<file path="config.mk">
export PLATFORM = sky130hd
export DESIGN_NAME = hdpm_core
export DESIGN_NICKNAME = d
export VERILOG_FILES = /design/src/hdpm_tick.sv /design/src/hdpm_core.sv
export SDC_FILE = /design/constraint.sdc
export NUM_CORES = 1
export LEC_CHECK = 0
export ABC_AREA = 1
export CORE_ASPECT_RATIO = 0.7
export CORE_MARGIN = 4
export CORE_UTILIZATION = 52
export CTS_CLUSTER_DIAMETER = 120
export DETAILED_ROUTE_END_ITERATION = 8
export DONT_BUFFER_PORTS = 1
export GPL_TIMING_DRIVEN = 0
export PLACE_DENSITY = 0.64
export SYNTH_ARGS = -nofsm -noshare
export SYNTH_HDL_FRONTEND = slang
export SYNTH_SLANG_ARGS = --single-unit
</file>
<file path="constraint.sdc">
create_clock -name mclk_in -period 5.15 [get_ports mclk_in]
set_clock_uncertainty 0.15 [all_clocks]
set_input_delay 1.545 -clock mclk_in [delete_from_list [all_inputs] [get_ports mclk_in]]
set_output_delay 1.545 -clock mclk_in [all_outputs]
set_load 0.02 [all_outputs]
</file>
<file path="src/hdpm_tick.sv">
// Shared constants and the millisecond / 20 ms tick divider
`timescale 1ns/10ps
`default_nettype none

package hdpm_pkg;
  localparam int unsigned CLK_PERIOD_NS = 20;
  localparam int unsigned MS_NS = 1000000;
  localparam int unsigned CYC_PER_MS = MS_NS / CLK_PERIOD_NS;
  localparam int unsigned UNIT_MS = 20;
  localparam logic [7:0] ADDR_DISABLE = 8'hff;
  localparam logic [15:0] CNT_MAX = 16'hffff;
  localparam logic [8:0] STEP_ONE = 9'h001;
  localparam logic [7:0] BYTE_ONE = 8'h01;
  typedef enum logic [2:0] {
    ST_IDLE = 3'h0,
    ST_PRE = 3'h1,
    ST_RTSW = 3'h3,
    ST_SEND = 3'h2,
    ST_RTSOFF = 3'h6,
    ST_WACK = 3'h7,
    ST_RWAIT = 3'h5
  } hdpm_state_t;
endpackage

module hdpm_tick #(
  parameter int unsigned CYC_PER_MS = hdpm_pkg::CYC_PER_MS
) (
  input wire logic mclk_in,      // System clock
  input wire logic rst_n_in,     // Synchronous reset, active low
  output logic tick_ms_out,      // One-cycle pulse every 1 ms
  output logic tick_20ms_out     // One-cycle pulse every 20 ms
);
  typedef struct packed {
    logic [15:0] div;
    logic [4:0] ms;
    logic t1;
    logic t20;
  } hdpm_tick_t;

  localparam logic [15:0] DIV_LAST = 16'(CYC_PER_MS - 1);
  localparam logic [4:0] MS_LAST = 5'(hdpm_pkg::UNIT_MS - 1);

  hdpm_tick_t q;
  hdpm_tick_t d;

  always_comb begin
    d = q;
    d.t1 = 1'b0;
    d.t20 = 1'b0;
    if (q.div == DIV_LAST) begin
      d.div = '0;
      d.t1 = 1'b1;
      if (q.ms == MS_LAST) begin
        d.ms = '0;
        d.t20 = 1'b1;
      end else begin
        d.ms = q.ms + 5'h01;
      end
    end else begin
      d.div = q.div + 16'h0001;
    end
  end

  always_ff @(posedge mclk_in) begin
    if (!rst_n_in) begin
      q <= '0;
    end else begin
      q <= d;
    end
  end

  assign tick_ms_out = q.t1;
  assign tick_20ms_out = q.t20;
endmodule

`default_nettype wire

</file>
<file path="src/hdpm_core.sv">
// Half-duplex poll master: link timing, retries and poll scheduling
`timescale 1ns/10ps
`default_nettype none

module hdpm_core #(
  parameter int unsigned CYC_PER_MS = hdpm_pkg::CYC_PER_MS
) (
  input wire logic mclk_in,                     // System clock, 50 MHz
  input wire logic rst_n_in,                    // Synchronous reset, low
  input wire logic handshake_in,                // 1: RTS/CTS modem mode
  input wire logic msg_poll_mode_in,            // 1: message-based polling
  input wire logic [15:0] rts_send_delay_in,    // RTS to CTS, 20 ms units
  input wire logic [15:0] rts_off_delay_in,     // RTS hold, 20 ms units
  input wire logic [15:0] pre_tx_delay_in,      // Pre-transmit, 1 ms units
  input wire logic [7:0] retries_in,            // Message retry count
  input wire logic [7:0] ack_timeout_in,        // Ack timeout, 20 ms units
  input wire logic [7:0] reply_timeout_in,      // Reply wait, 20 ms units
  input wire logic [7:0] pri_lo_in,             // Priority range first
  input wire logic [7:0] pri_hi_in,             // Priority range last
  input wire logic [7:0] nrm_lo_in,             // Normal range first
  input wire logic [7:0] nrm_hi_in,             // Normal range last
  input wire logic [7:0] group_size_in,         // Normal poll group size
  input wire logic ladder_message_request_in,   // Message request, level
  input wire logic [7:0] msg_dest_in,           // Message destination
  input wire logic cts_in,                      // Clear to send
  input wire logic tx_done_in,                  // Last char sent, pulse
  input wire logic rx_done_in,                  // Last char received, pulse
  input wire logic ack_in,                      // Acknowledge seen, pulse
  input wire logic poll_resp_in,                // Poll answered, pulse
  output logic rts_out,                         // Request to send
  output logic tx_start_out,                    // Start a packet, pulse
  output logic tx_is_poll_out,                  // 1: packet is a poll
  output logic [7:0] tx_addr_out,               // Packet station address
  output logic msg_busy_out,                    // Message in progress
  output logic msg_done_out,                    // Message acknowledged
  output logic msg_fail_out,                    // Message failed, pulse
  output logic poll_timeout_out,                // Poll unanswered, pulse
  output logic [254:0] active_out               // Active station table
);
  typedef struct packed {
    hdpm_pkg::hdpm_state_t st;
    logic rts;
    logic [15:0] tmr;
    logic [15:0] gap;
    logic job_msg;
    logic [7:0] tries;
    logic [7:0] addr;
    logic phase;
    logic [7:0] pptr;
    logic [7:0] nptr;
    logic [7:0] grp;
    logic [8:0] steps;
    logic [255:0] active;
    logic busy;
    logic done;
    logic fail;
    logic tx_start;
    logic poll_to;
  } hdpm_regs_t;

  hdpm_regs_t q;
  hdpm_regs_t d;
  logic tick_ms;
  logic tick_20ms;
  logic unit_tick;
  logic pre_ok;
  logic nrm_end;

  function automatic logic [15:0] sat_inc(input logic [15:0] v);
    sat_inc = (v == hdpm_pkg::CNT_MAX) ? v : v + 16'h0001;
  endfunction

  function automatic logic [7:0] inc8(input logic [7:0] v);
    inc8 = v + hdpm_pkg::BYTE_ONE;
  endfunction

  hdpm_tick #(
    .CYC_PER_MS(CYC_PER_MS)
  ) u_tick (
    .mclk_in(mclk_in),
    .rst_n_in(rst_n_in),
    .tick_ms_out(tick_ms),
    .tick_20ms_out(tick_20ms)
  );

  // Only the pre-transmit wait counts whole milliseconds
  assign unit_tick = (q.st == hdpm_pkg::ST_PRE) ? tick_ms : tick_20ms;
  // In modem mode the gap since the last received character is what counts
  assign pre_ok = handshake_in ? (q.gap >= pre_tx_delay_in)
                               : (q.tmr >= pre_tx_delay_in);
  // Group size 0 means no limit; the step count still ends the pass
  assign nrm_end = (nrm_lo_in == hdpm_pkg::ADDR_DISABLE) ||
                   ((group_size_in != '0) && (q.grp >= group_size_in)) ||
                   (q.steps > {1'b0, nrm_hi_in - nrm_lo_in});

  always_comb begin
    d = q;
    d.tx_start = 1'b0;
    d.done = 1'b0;
    d.fail = 1'b0;
    d.poll_to = 1'b0;
    if (tick_ms) begin
      d.gap = sat_inc(q.gap);
    end
    if (rx_done_in) begin
      d.gap = '0;
    end
    if (unit_tick) begin
      d.tmr = sat_inc(q.tmr);
    end
    unique case (q.st)
      hdpm_pkg::ST_IDLE: begin
        d.tmr = '0;
        if (ladder_message_request_in) begin
          d.job_msg = 1'b1;
          d.addr = msg_dest_in;
          d.tries = '0;
          d.busy = 1'b1;
          d.st = hdpm_pkg::ST_PRE;
        end else if (!msg_poll_mode_in) begin
          d.job_msg = 1'b0;
          if (!q.phase) begin
            if (pri_lo_in == hdpm_pkg::ADDR_DISABLE ||
                q.pptr > pri_hi_in) begin
              d.phase = 1'b1;
              d.grp = '0;
              d.steps = '0;
              d.pptr = pri_lo_in;
            end else if (q.pptr < pri_lo_in) begin
              d.pptr = pri_lo_in;
            end else begin
              d.addr = q.pptr;
              d.pptr = inc8(q.pptr);
              d.st = hdpm_pkg::ST_PRE;
            end
          end else if (nrm_end) begin
            d.phase = 1'b0;
            d.pptr = pri_lo_in;
          end else if (q.nptr < nrm_lo_in || q.nptr > nrm_hi_in) begin
            d.nptr = nrm_lo_in;
          end else begin
            d.addr = q.nptr;
            d.nptr = (q.nptr >= nrm_hi_in) ? nrm_lo_in : inc8(q.nptr);
            d.steps = q.steps + hdpm_pkg::STEP_ONE;
            if (q.active[q.nptr]) begin
              d.grp = inc8(q.grp);
            end
            d.st = hdpm_pkg::ST_PRE;
          end
        end
      end
      hdpm_pkg::ST_PRE: begin
        if (pre_ok) begin
          d.tmr = '0;
          if (handshake_in) begin
            d.rts = 1'b1;
            d.st = hdpm_pkg::ST_RTSW;
          end else begin
            d.tx_start = 1'b1;
            d.st = hdpm_pkg::ST_SEND;
          end
        end
      end
      hdpm_pkg::ST_RTSW: begin
        // CTS is looked at only once the send delay has run out
        if (q.tmr >= rts_send_delay_in && cts_in) begin
          d.tmr = '0;
          d.tx_start = 1'b1;
          d.st = hdpm_pkg::ST_SEND;
        end
      end
      hdpm_pkg::ST_SEND: begin
        if (tx_done_in) begin
          d.tmr = '0;
          d.st = handshake_in ? hdpm_pkg::ST_RTSOFF : hdpm_pkg::ST_WACK;
        end
      end
      hdpm_pkg::ST_RTSOFF: begin
        if (q.tmr >= rts_off_delay_in) begin
          d.rts = 1'b0;
          d.tmr = '0;
          d.st = hdpm_pkg::ST_WACK;
        end
      end
      hdpm_pkg::ST_WACK: begin
        if (q.job_msg) begin
          if (ack_in) begin
            d.done = 1'b1;
            d.busy = 1'b0;
            d.tmr = '0;
            d.st = msg_poll_mode_in ? hdpm_pkg::ST_RWAIT
                                    : hdpm_pkg::ST_IDLE;
          end else if (q.tmr >= {8'h00, ack_timeout_in}) begin
            d.tmr = '0;
            if (q.tries < retries_in) begin
              d.tries = inc8(q.tries);
              d.st = hdpm_pkg::ST_PRE;
            end else begin
              d.fail = 1'b1;
              d.busy = 1'b0;
              d.st = hdpm_pkg::ST_IDLE;
            end
          end
        end else if (poll_resp_in) begin
          d.active[q.addr] = (q.addr != hdpm_pkg::ADDR_DISABLE);
          d.st = hdpm_pkg::ST_IDLE;
        end else if (q.tmr >= {8'h00, ack_timeout_in}) begin
          d.active[q.addr] = 1'b0;
          d.poll_to = 1'b1;
          d.st = hdpm_pkg::ST_IDLE;
        end
      end
      hdpm_pkg::ST_RWAIT: begin
        if (q.tmr >= {8'h00, reply_timeout_in}) begin
          d.job_msg = 1'b0;
          d.tmr = '0;
          d.st = hdpm_pkg::ST_PRE;
        end
      end
      default: begin
        d.st = hdpm_pkg::ST_IDLE;
        d.rts = 1'b0;
      end
    endcase
  end

  always_ff @(posedge mclk_in) begin
    if (!rst_n_in) begin
      q <= '0;
      q.gap <= hdpm_pkg::CNT_MAX;
    end else begin
      q <= d;
    end
  end

  assign rts_out = q.rts;
  assign tx_start_out = q.tx_start;
  assign tx_is_poll_out = ~q.job_msg;
  assign tx_addr_out = q.addr;
  assign msg_busy_out = q.busy;
  assign msg_done_out = q.done;
  assign msg_fail_out = q.fail;
  assign poll_timeout_out = q.poll_to;
  assign active_out = q.active[254:0];
endmodule

`default_nettype wire

</file>
# Word-level counts from Yosys, hierarchy flattened

Index checks and enable logic that the tools add are counted.

Bits in registers: 371
Input port bits: 130
Word-level logic and storage cells: 227

Add/subtract/negate cells: 10
$lt $le $gt $ge: 17
Equal/unequal tests: 43
Mux-type cells: 92
Bitwise operators: 10
Reductions and logical operators: 33

Operators by type and width:

| cell                                                       | count |
|---|---|
| 2-to-1 mux 256 bit                                         | 2 |
| bitwise AND 256 bit                                        | 1 |
| bitwise mux 256 bit                                        | 1 |
| inverter 256 bit                                           | 1 |
| 2-to-1 mux 16 bit                                          | 11 |
| 2-to-1 mux 8 bit                                           | 16 |
| case mux 16 bit (7 select lines)                           | 1 |
| 2-to-1 mux 17 bit                                          | 4 |
| >= comparator 16 bit                                       | 4 |
| 2-to-1 mux 3 bit                                           | 17 |
| adder 16 x 1 -> 16 bit, second input constant              | 3 |
| == test 16 bit, second input constant                      | 3 |
| 2-to-1 mux 42 bit                                          | 1 |
| 2-to-1 mux 20 bit                                          | 2 |
| adder 8 x 1 -> 8 bit, second input constant                | 4 |
| >= comparator 16 x 8 -> 1 bit                              | 2 |
| inequality test 2 bit, second input constant               | 14 |
| 2-to-1 mux 1 bit                                           | 25 |
| 2-to-1 mux 25 bit                                          | 1 |
| less-than comparator 8 bit                                 | 3 |
| inequality test 4 bit, second input constant               | 6 |
| inequality test 3 bit, second input constant               | 7 |
| case mux 3 bit (7 select lines)                            | 1 |
| less-than comparator 8 x 9 -> 1 bit, second input constant | 2 |
| other kinds (38)                                           | 73 |

# Logic depth before layout (Yosys ltp)

Word-level depth: 9
Gate-level depth with buffers: 24
Gate-level depth less buffers: 23

# By module

Synthesis repeated with hierarchy kept, for this count alone.

Cells, all modules: 3645
Area total of the unflattened synthesis: 24896.4 µm²

Modules (own cells, without submodules):

| module    | times used | cells an instance | area each (µm²) |
|---|---|---|---|
| hdpm_core | 1          | 3469              | 23671.5 |
| hdpm_tick | 1          | 176               | 1224.9 |

# Worst setup path after synthesis

OpenSTA, ideal clock, no wires.

Path kind: input to register
Start point: input port nrm_lo_in[2]
End point: register q[265] (netlist bit)
Arrival: 4399 ps
Required time: 4884 ps
Path slack: 485 ps
Stages on the path: 22
Buffers on the path: 1
Cells stage by stage: inv_1 -> ha_1 -> nand2_1 -> o21ai_0 -> a21oi_1 -> o21ai_0 -> a21o_1 -> a21oi_1 -> xor2_1 -> ha_1 -> nand2_1 -> nor2_1 -> o21ai_0 -> nand2_1 -> o21bai_1 -> nand3_1 -> nand2_1 -> nand2_1 -> nor2_2 -> buf_2 -> o21ai_0 -> o211a_1

Cells in the longest elaborated chain, start to end: 5
Elaborated cells on any way between the ends: 10
Those cells by class: add/sub: 1; order compare: 2; eq/ne: 3; reduce/logical: 4

RTL lines:

| item                                                                   | RTL line                         | source |
|---|---|---|
| from (decl)                                                            | hdpm_core.sv:20                  | `input wire logic [7:0] nrm_lo_in,` |
| subtractor 8 bit / == test 8 bit (equally long branches)               | hdpm_core.sv:94, hdpm_core.sv:92 |  |
| > comparator 9 x 8 -> 1 bit / logical OR 1 bit (equally long branches) | hdpm_core.sv:94, hdpm_core.sv:92 |  |
| logical OR 1 bit                                                       | hdpm_core.sv:93                  | `((group_size_in != '0) && (q.grp >= group_size_in)) \|\|` |
| inequality test 2 bit (no source line)                                 | n/a                              |  |
| AND reduction 6 bit (no source line) *                                 | n/a                              |  |
| to (decl)                                                              | hdpm_core.sv:61                  | `hdpm_regs_t q;` |

Mark *: on every way between the ends. The rest lies on a longest branch, timed or not.
A chain may end at the register's enable or synchronous reset.

# Worst setup path after layout

Start point: input port nrm_lo_in[2]
End point: register q[277] (netlist bit)

Cells in the longest elaborated chain, start to end: 5
Elaborated cells on any way between the ends: 10
Those cells by class: add/sub: 1; order compare: 2; eq/ne: 3; reduce/logical: 4

RTL lines:

| item                                                                   | RTL line |
|---|---|
| subtractor 8 bit / == test 8 bit (equally long branches)               | hdpm_core.sv:94, hdpm_core.sv:92 |
| > comparator 9 x 8 -> 1 bit / logical OR 1 bit (equally long branches) | hdpm_core.sv:94, hdpm_core.sv:92 |
| logical OR 1 bit                                                       | hdpm_core.sv:93 |
| inequality test 2 bit (no source line)                                 | n/a |
| AND reduction 7 bit (no source line) *                                 | n/a |

Marked as above.

==> flow_metrics.py <==
metrics = {
    "status": {
        "outcome": "complete, but fails checks",
        "violations": "capacitance limit, slew limit",
    },
    "synth": {
        "ys_seq_elements": 371,
        "yosysSeqAreaShare": 0.299,
        "synth-edff-count": 0,
        "synthArstFlopShare": 0,
        "synth_area_um2": 24800,
        "synth-main-ff-cell": "dfxtp_1",
        "yosysWarnings": 0,
        "synth_cells": 3674,
        "synthDistinctLibCells": 54,
        "avgSynthCellArea_um2": 6.76,
        "syn-num-nets": 3954,
    },
    "clock_network": {
        "clock_path_buffers": 3,
        "h-tree-depth": 2,
        "cts.sinks": 371,
        "clk-insertion-delay-late_ns": 0.58,
        "cts_root_buffer": "clkbuf_16",
        "ctsHoldBuffers": 0,
        "post_cts_buffers": 0,
        "cts_resized": 0,
        "clkTransAtPathRegs_ns": 0.06,
        "numCtsBuffers": 40,
        "cts_tree": "built",
    },
    "flow_run": {
        "max_cap_viol_count": 1,
    },
    "setup_path": {
        "cp.arrival_ns": 5.12,
        "reg2regPathDepth": 17,
        "r2r_start": "q[279]",
        "worstPathMaxFanout": 10,
        "start_kind": "input pin",
        "end_kind": "flop",
        "path_class": "in2reg",
        "crit_required_ns": 5.44,
        "crit_path_start": "nrm_lo_in[2]",
    },
    "floorplanning": {
        "core_um2": 46800,
        "die_h_um": 191,
        "io_pins": 400,
        "rows": 66,
        "die_area_um2": 51400,
        "die_w_um": 269,
        "initial_core_util": 0.530,
    },
    "detailed_routing": {
        "post_drt_via_cell_ratio": 5.98,
        "wirelength_um": 103000,
        "drtPass1Iterations": 6,
        "first_iter_violations": 3581,
        "routedWlPerCell_um": 23.7,
        "vias": 26100,
        "drc_errors": 0,
        "postRouteAntennaNets": 0,
    },
    "layout": {
        "diodes": 0,
        "drive_gt1_frac": 0.124,
        "multiInputGateArea_um2": 12600,
        "fillCellCount": 4526,
        "area_growth_pct": 8.72,
        "nets": 3996,
        "seq_area_um2": 7430,
        "fin_util": 0.576,
    },
    "sta": {
        "rsz0062_at_grt": "false",
        "period_minus_slack_ns": 4.82,
        "maxSlewViolCount": 11,
        "hold_viol_final": 0,
        "max_freq_mhz": 207,
        "slew_headroom": -0.0145,
        "setup_violations": 0,
        "worst_slew_pin_slew_ns": 1.52,
        "finalCritPeriodShare": 0.937,
        "finalSetupTns_ns": 0,
    },
    "grt": {
        "use_met3": 0.124,
        "grt_pass1_vias": 24100,
        "grt_antenna_before_repair": 0,
        "busiest_layer": "met2",
        "grt_start_max_net_pins": 14,
        "grt_pass1_wl_um": 150000,
        "grt_overflow": 0,
        "grt.met2_usage": 0.550,
        "grtUsageMet1": 0.528,
        "grt.total_usage": 0.383,
    },
    "power": {
        "power_leakage_uw": 0.0117,
        "powerDensity_nw_per_um2": 283,
        "vdd_drop_max_mv": 0.225,
    },
    "hold_path": {
        "worstHoldStart": "u_tick.q[7]",
        "holdPathStages": 1,
        "hold_class": "reg2reg",
    },
    "placement": {
        "hpwlAfterDp_um": 78600,
        "place_congestion": 1.00,
        "io_buffers": 0,
    },
}
[critical path: stages]
cell and delay [ns]:
inv_1 0.07, ha_1 0.36, a21oi_1 0.15, o21ai_0 0.16, a21oi_1 0.20, o21ai_1 0.12
a21o_1 0.18, a21oi_1 0.16, xor2_1 0.17, ha_1 0.26, nand2_1 0.10, nor2_1 0.07
o21ai_0 0.07, nand2_1 0.08, o21bai_2 0.18, nand3_1 0.21, nand2_1 0.16, nand2_1 0.09
nor2_2 0.23, clkbuf_4 0.29, nand4_1 0.13, nand2_1 0.08, nor2_1 0.05
[through the flow]
step	instances	instance area (um2)	worst slack, ns	hold WS (ns)	power [uW]
4_1_cts	4358	27000	0.196	0.301	7550
5_1_grt	4358	27000	0.0423	0.314	7860
3_5_place_dp	4286	25600	-0.371	0.290	4500
6_report	4358	27000	0.327	0.297	7650
2_1_floorplan	3674	24800	0.485	0.268	3960
3_3_place_gp	4286	25600	-0.219	0.278	4470
[layout by cell type, fill, tap and decap left out, drive strengths merged, types with 6 or more instances in the layout]
master and count:
ha 149, buf 345, xnor2 12, inv 502
xor2 29, nand4 54, a31oi 8, nor3 56
a21oi 358, o21ai 322, o211ai 41, nor2 338
clkinv 13, nand3 256, o31ai 6, clkbuf 146
o21a 33, nand2 598, nor4 11, dfxtp 371
a211oi 62
[Yosys cell counts, drive strengths merged, types with 11 or more instances]
master,n,share of area
nand2,598,0.092
nor4,11,0.0028
dfxtp,371,0.30
a211oi,62,0.019
buf,346,0.10
xor2,29,0.010
o211ai,41,0.012
nand3,256,0.052
o21ai,322,0.065
ha,149,0.075
clkbuf,86,0.013
a21oi,358,0.072
nor2,338,0.053
xnor2,12,0.0042
inv,500,0.076
nand4,54,0.014
nor3,56,0.014
o21a,33,0.010
[area by class of cell]
type / count / share of cell area
Buffer: 432 / 0.106
Clock buffer: 59 / 0.0457
Clock inverter: 13 / 0.00575
Inverter: 505 / 0.0703
Multi-Input combinational cell: 2366 / 0.469
Sequential cell: 371 / 0.275
Tap cell: 612 / 0.0284
[power breakdown]
group          leakage (uW)  internal [uW]  switching [uW]
Combinational       0.00800            341            1120
Clock              0.000694           1810            1320
Sequential          0.00300           2940             120
Total                0.0117           5100            2550
[final timing paths]
| kind | endpoint | slack [ns] |
|---|---|---|
| setup / recovery | q[277] | 0.33 |
| hold / removal | u_tick.q[7] | 0.30 |
| setup reg to reg | q[275] | 1.48 |
| hold reg to reg | u_tick.q[7] | 0.30 |
[state kept, by name, indices dropped and copies added, names as in the netlist]
name	flops
active_out	255
q	79
u_tick.q	21
tx_addr_out	8
msg_busy_out	1
msg_done_out	1
msg_fail_out	1
poll_timeout_out	1
rts_out	1
tx_start_out	1
u_tick.tick_20ms_out	1
u_tick.tick_ms_out	1
[metal layers]
layer | vias to the layer above | routed length (um)
li1 | 11900 | -
met1 | 12100 | 42700
met2 | 1754 | 41000
met3 | 346 | 14700
met4 | 0 | 5050
met5 | - | 0
[cells by family after synthesis]
| kind of cell | synth area share |
|---|---|
| compound gates | 0.188 |
| simple gates | 0.231 |
| flops | 0.299 |
| xor+xnor | 0.0145 |
| fa+ha+maj | 0.0759 |
| buf+inv | 0.192 |
(Power assumes the default switching activity.)
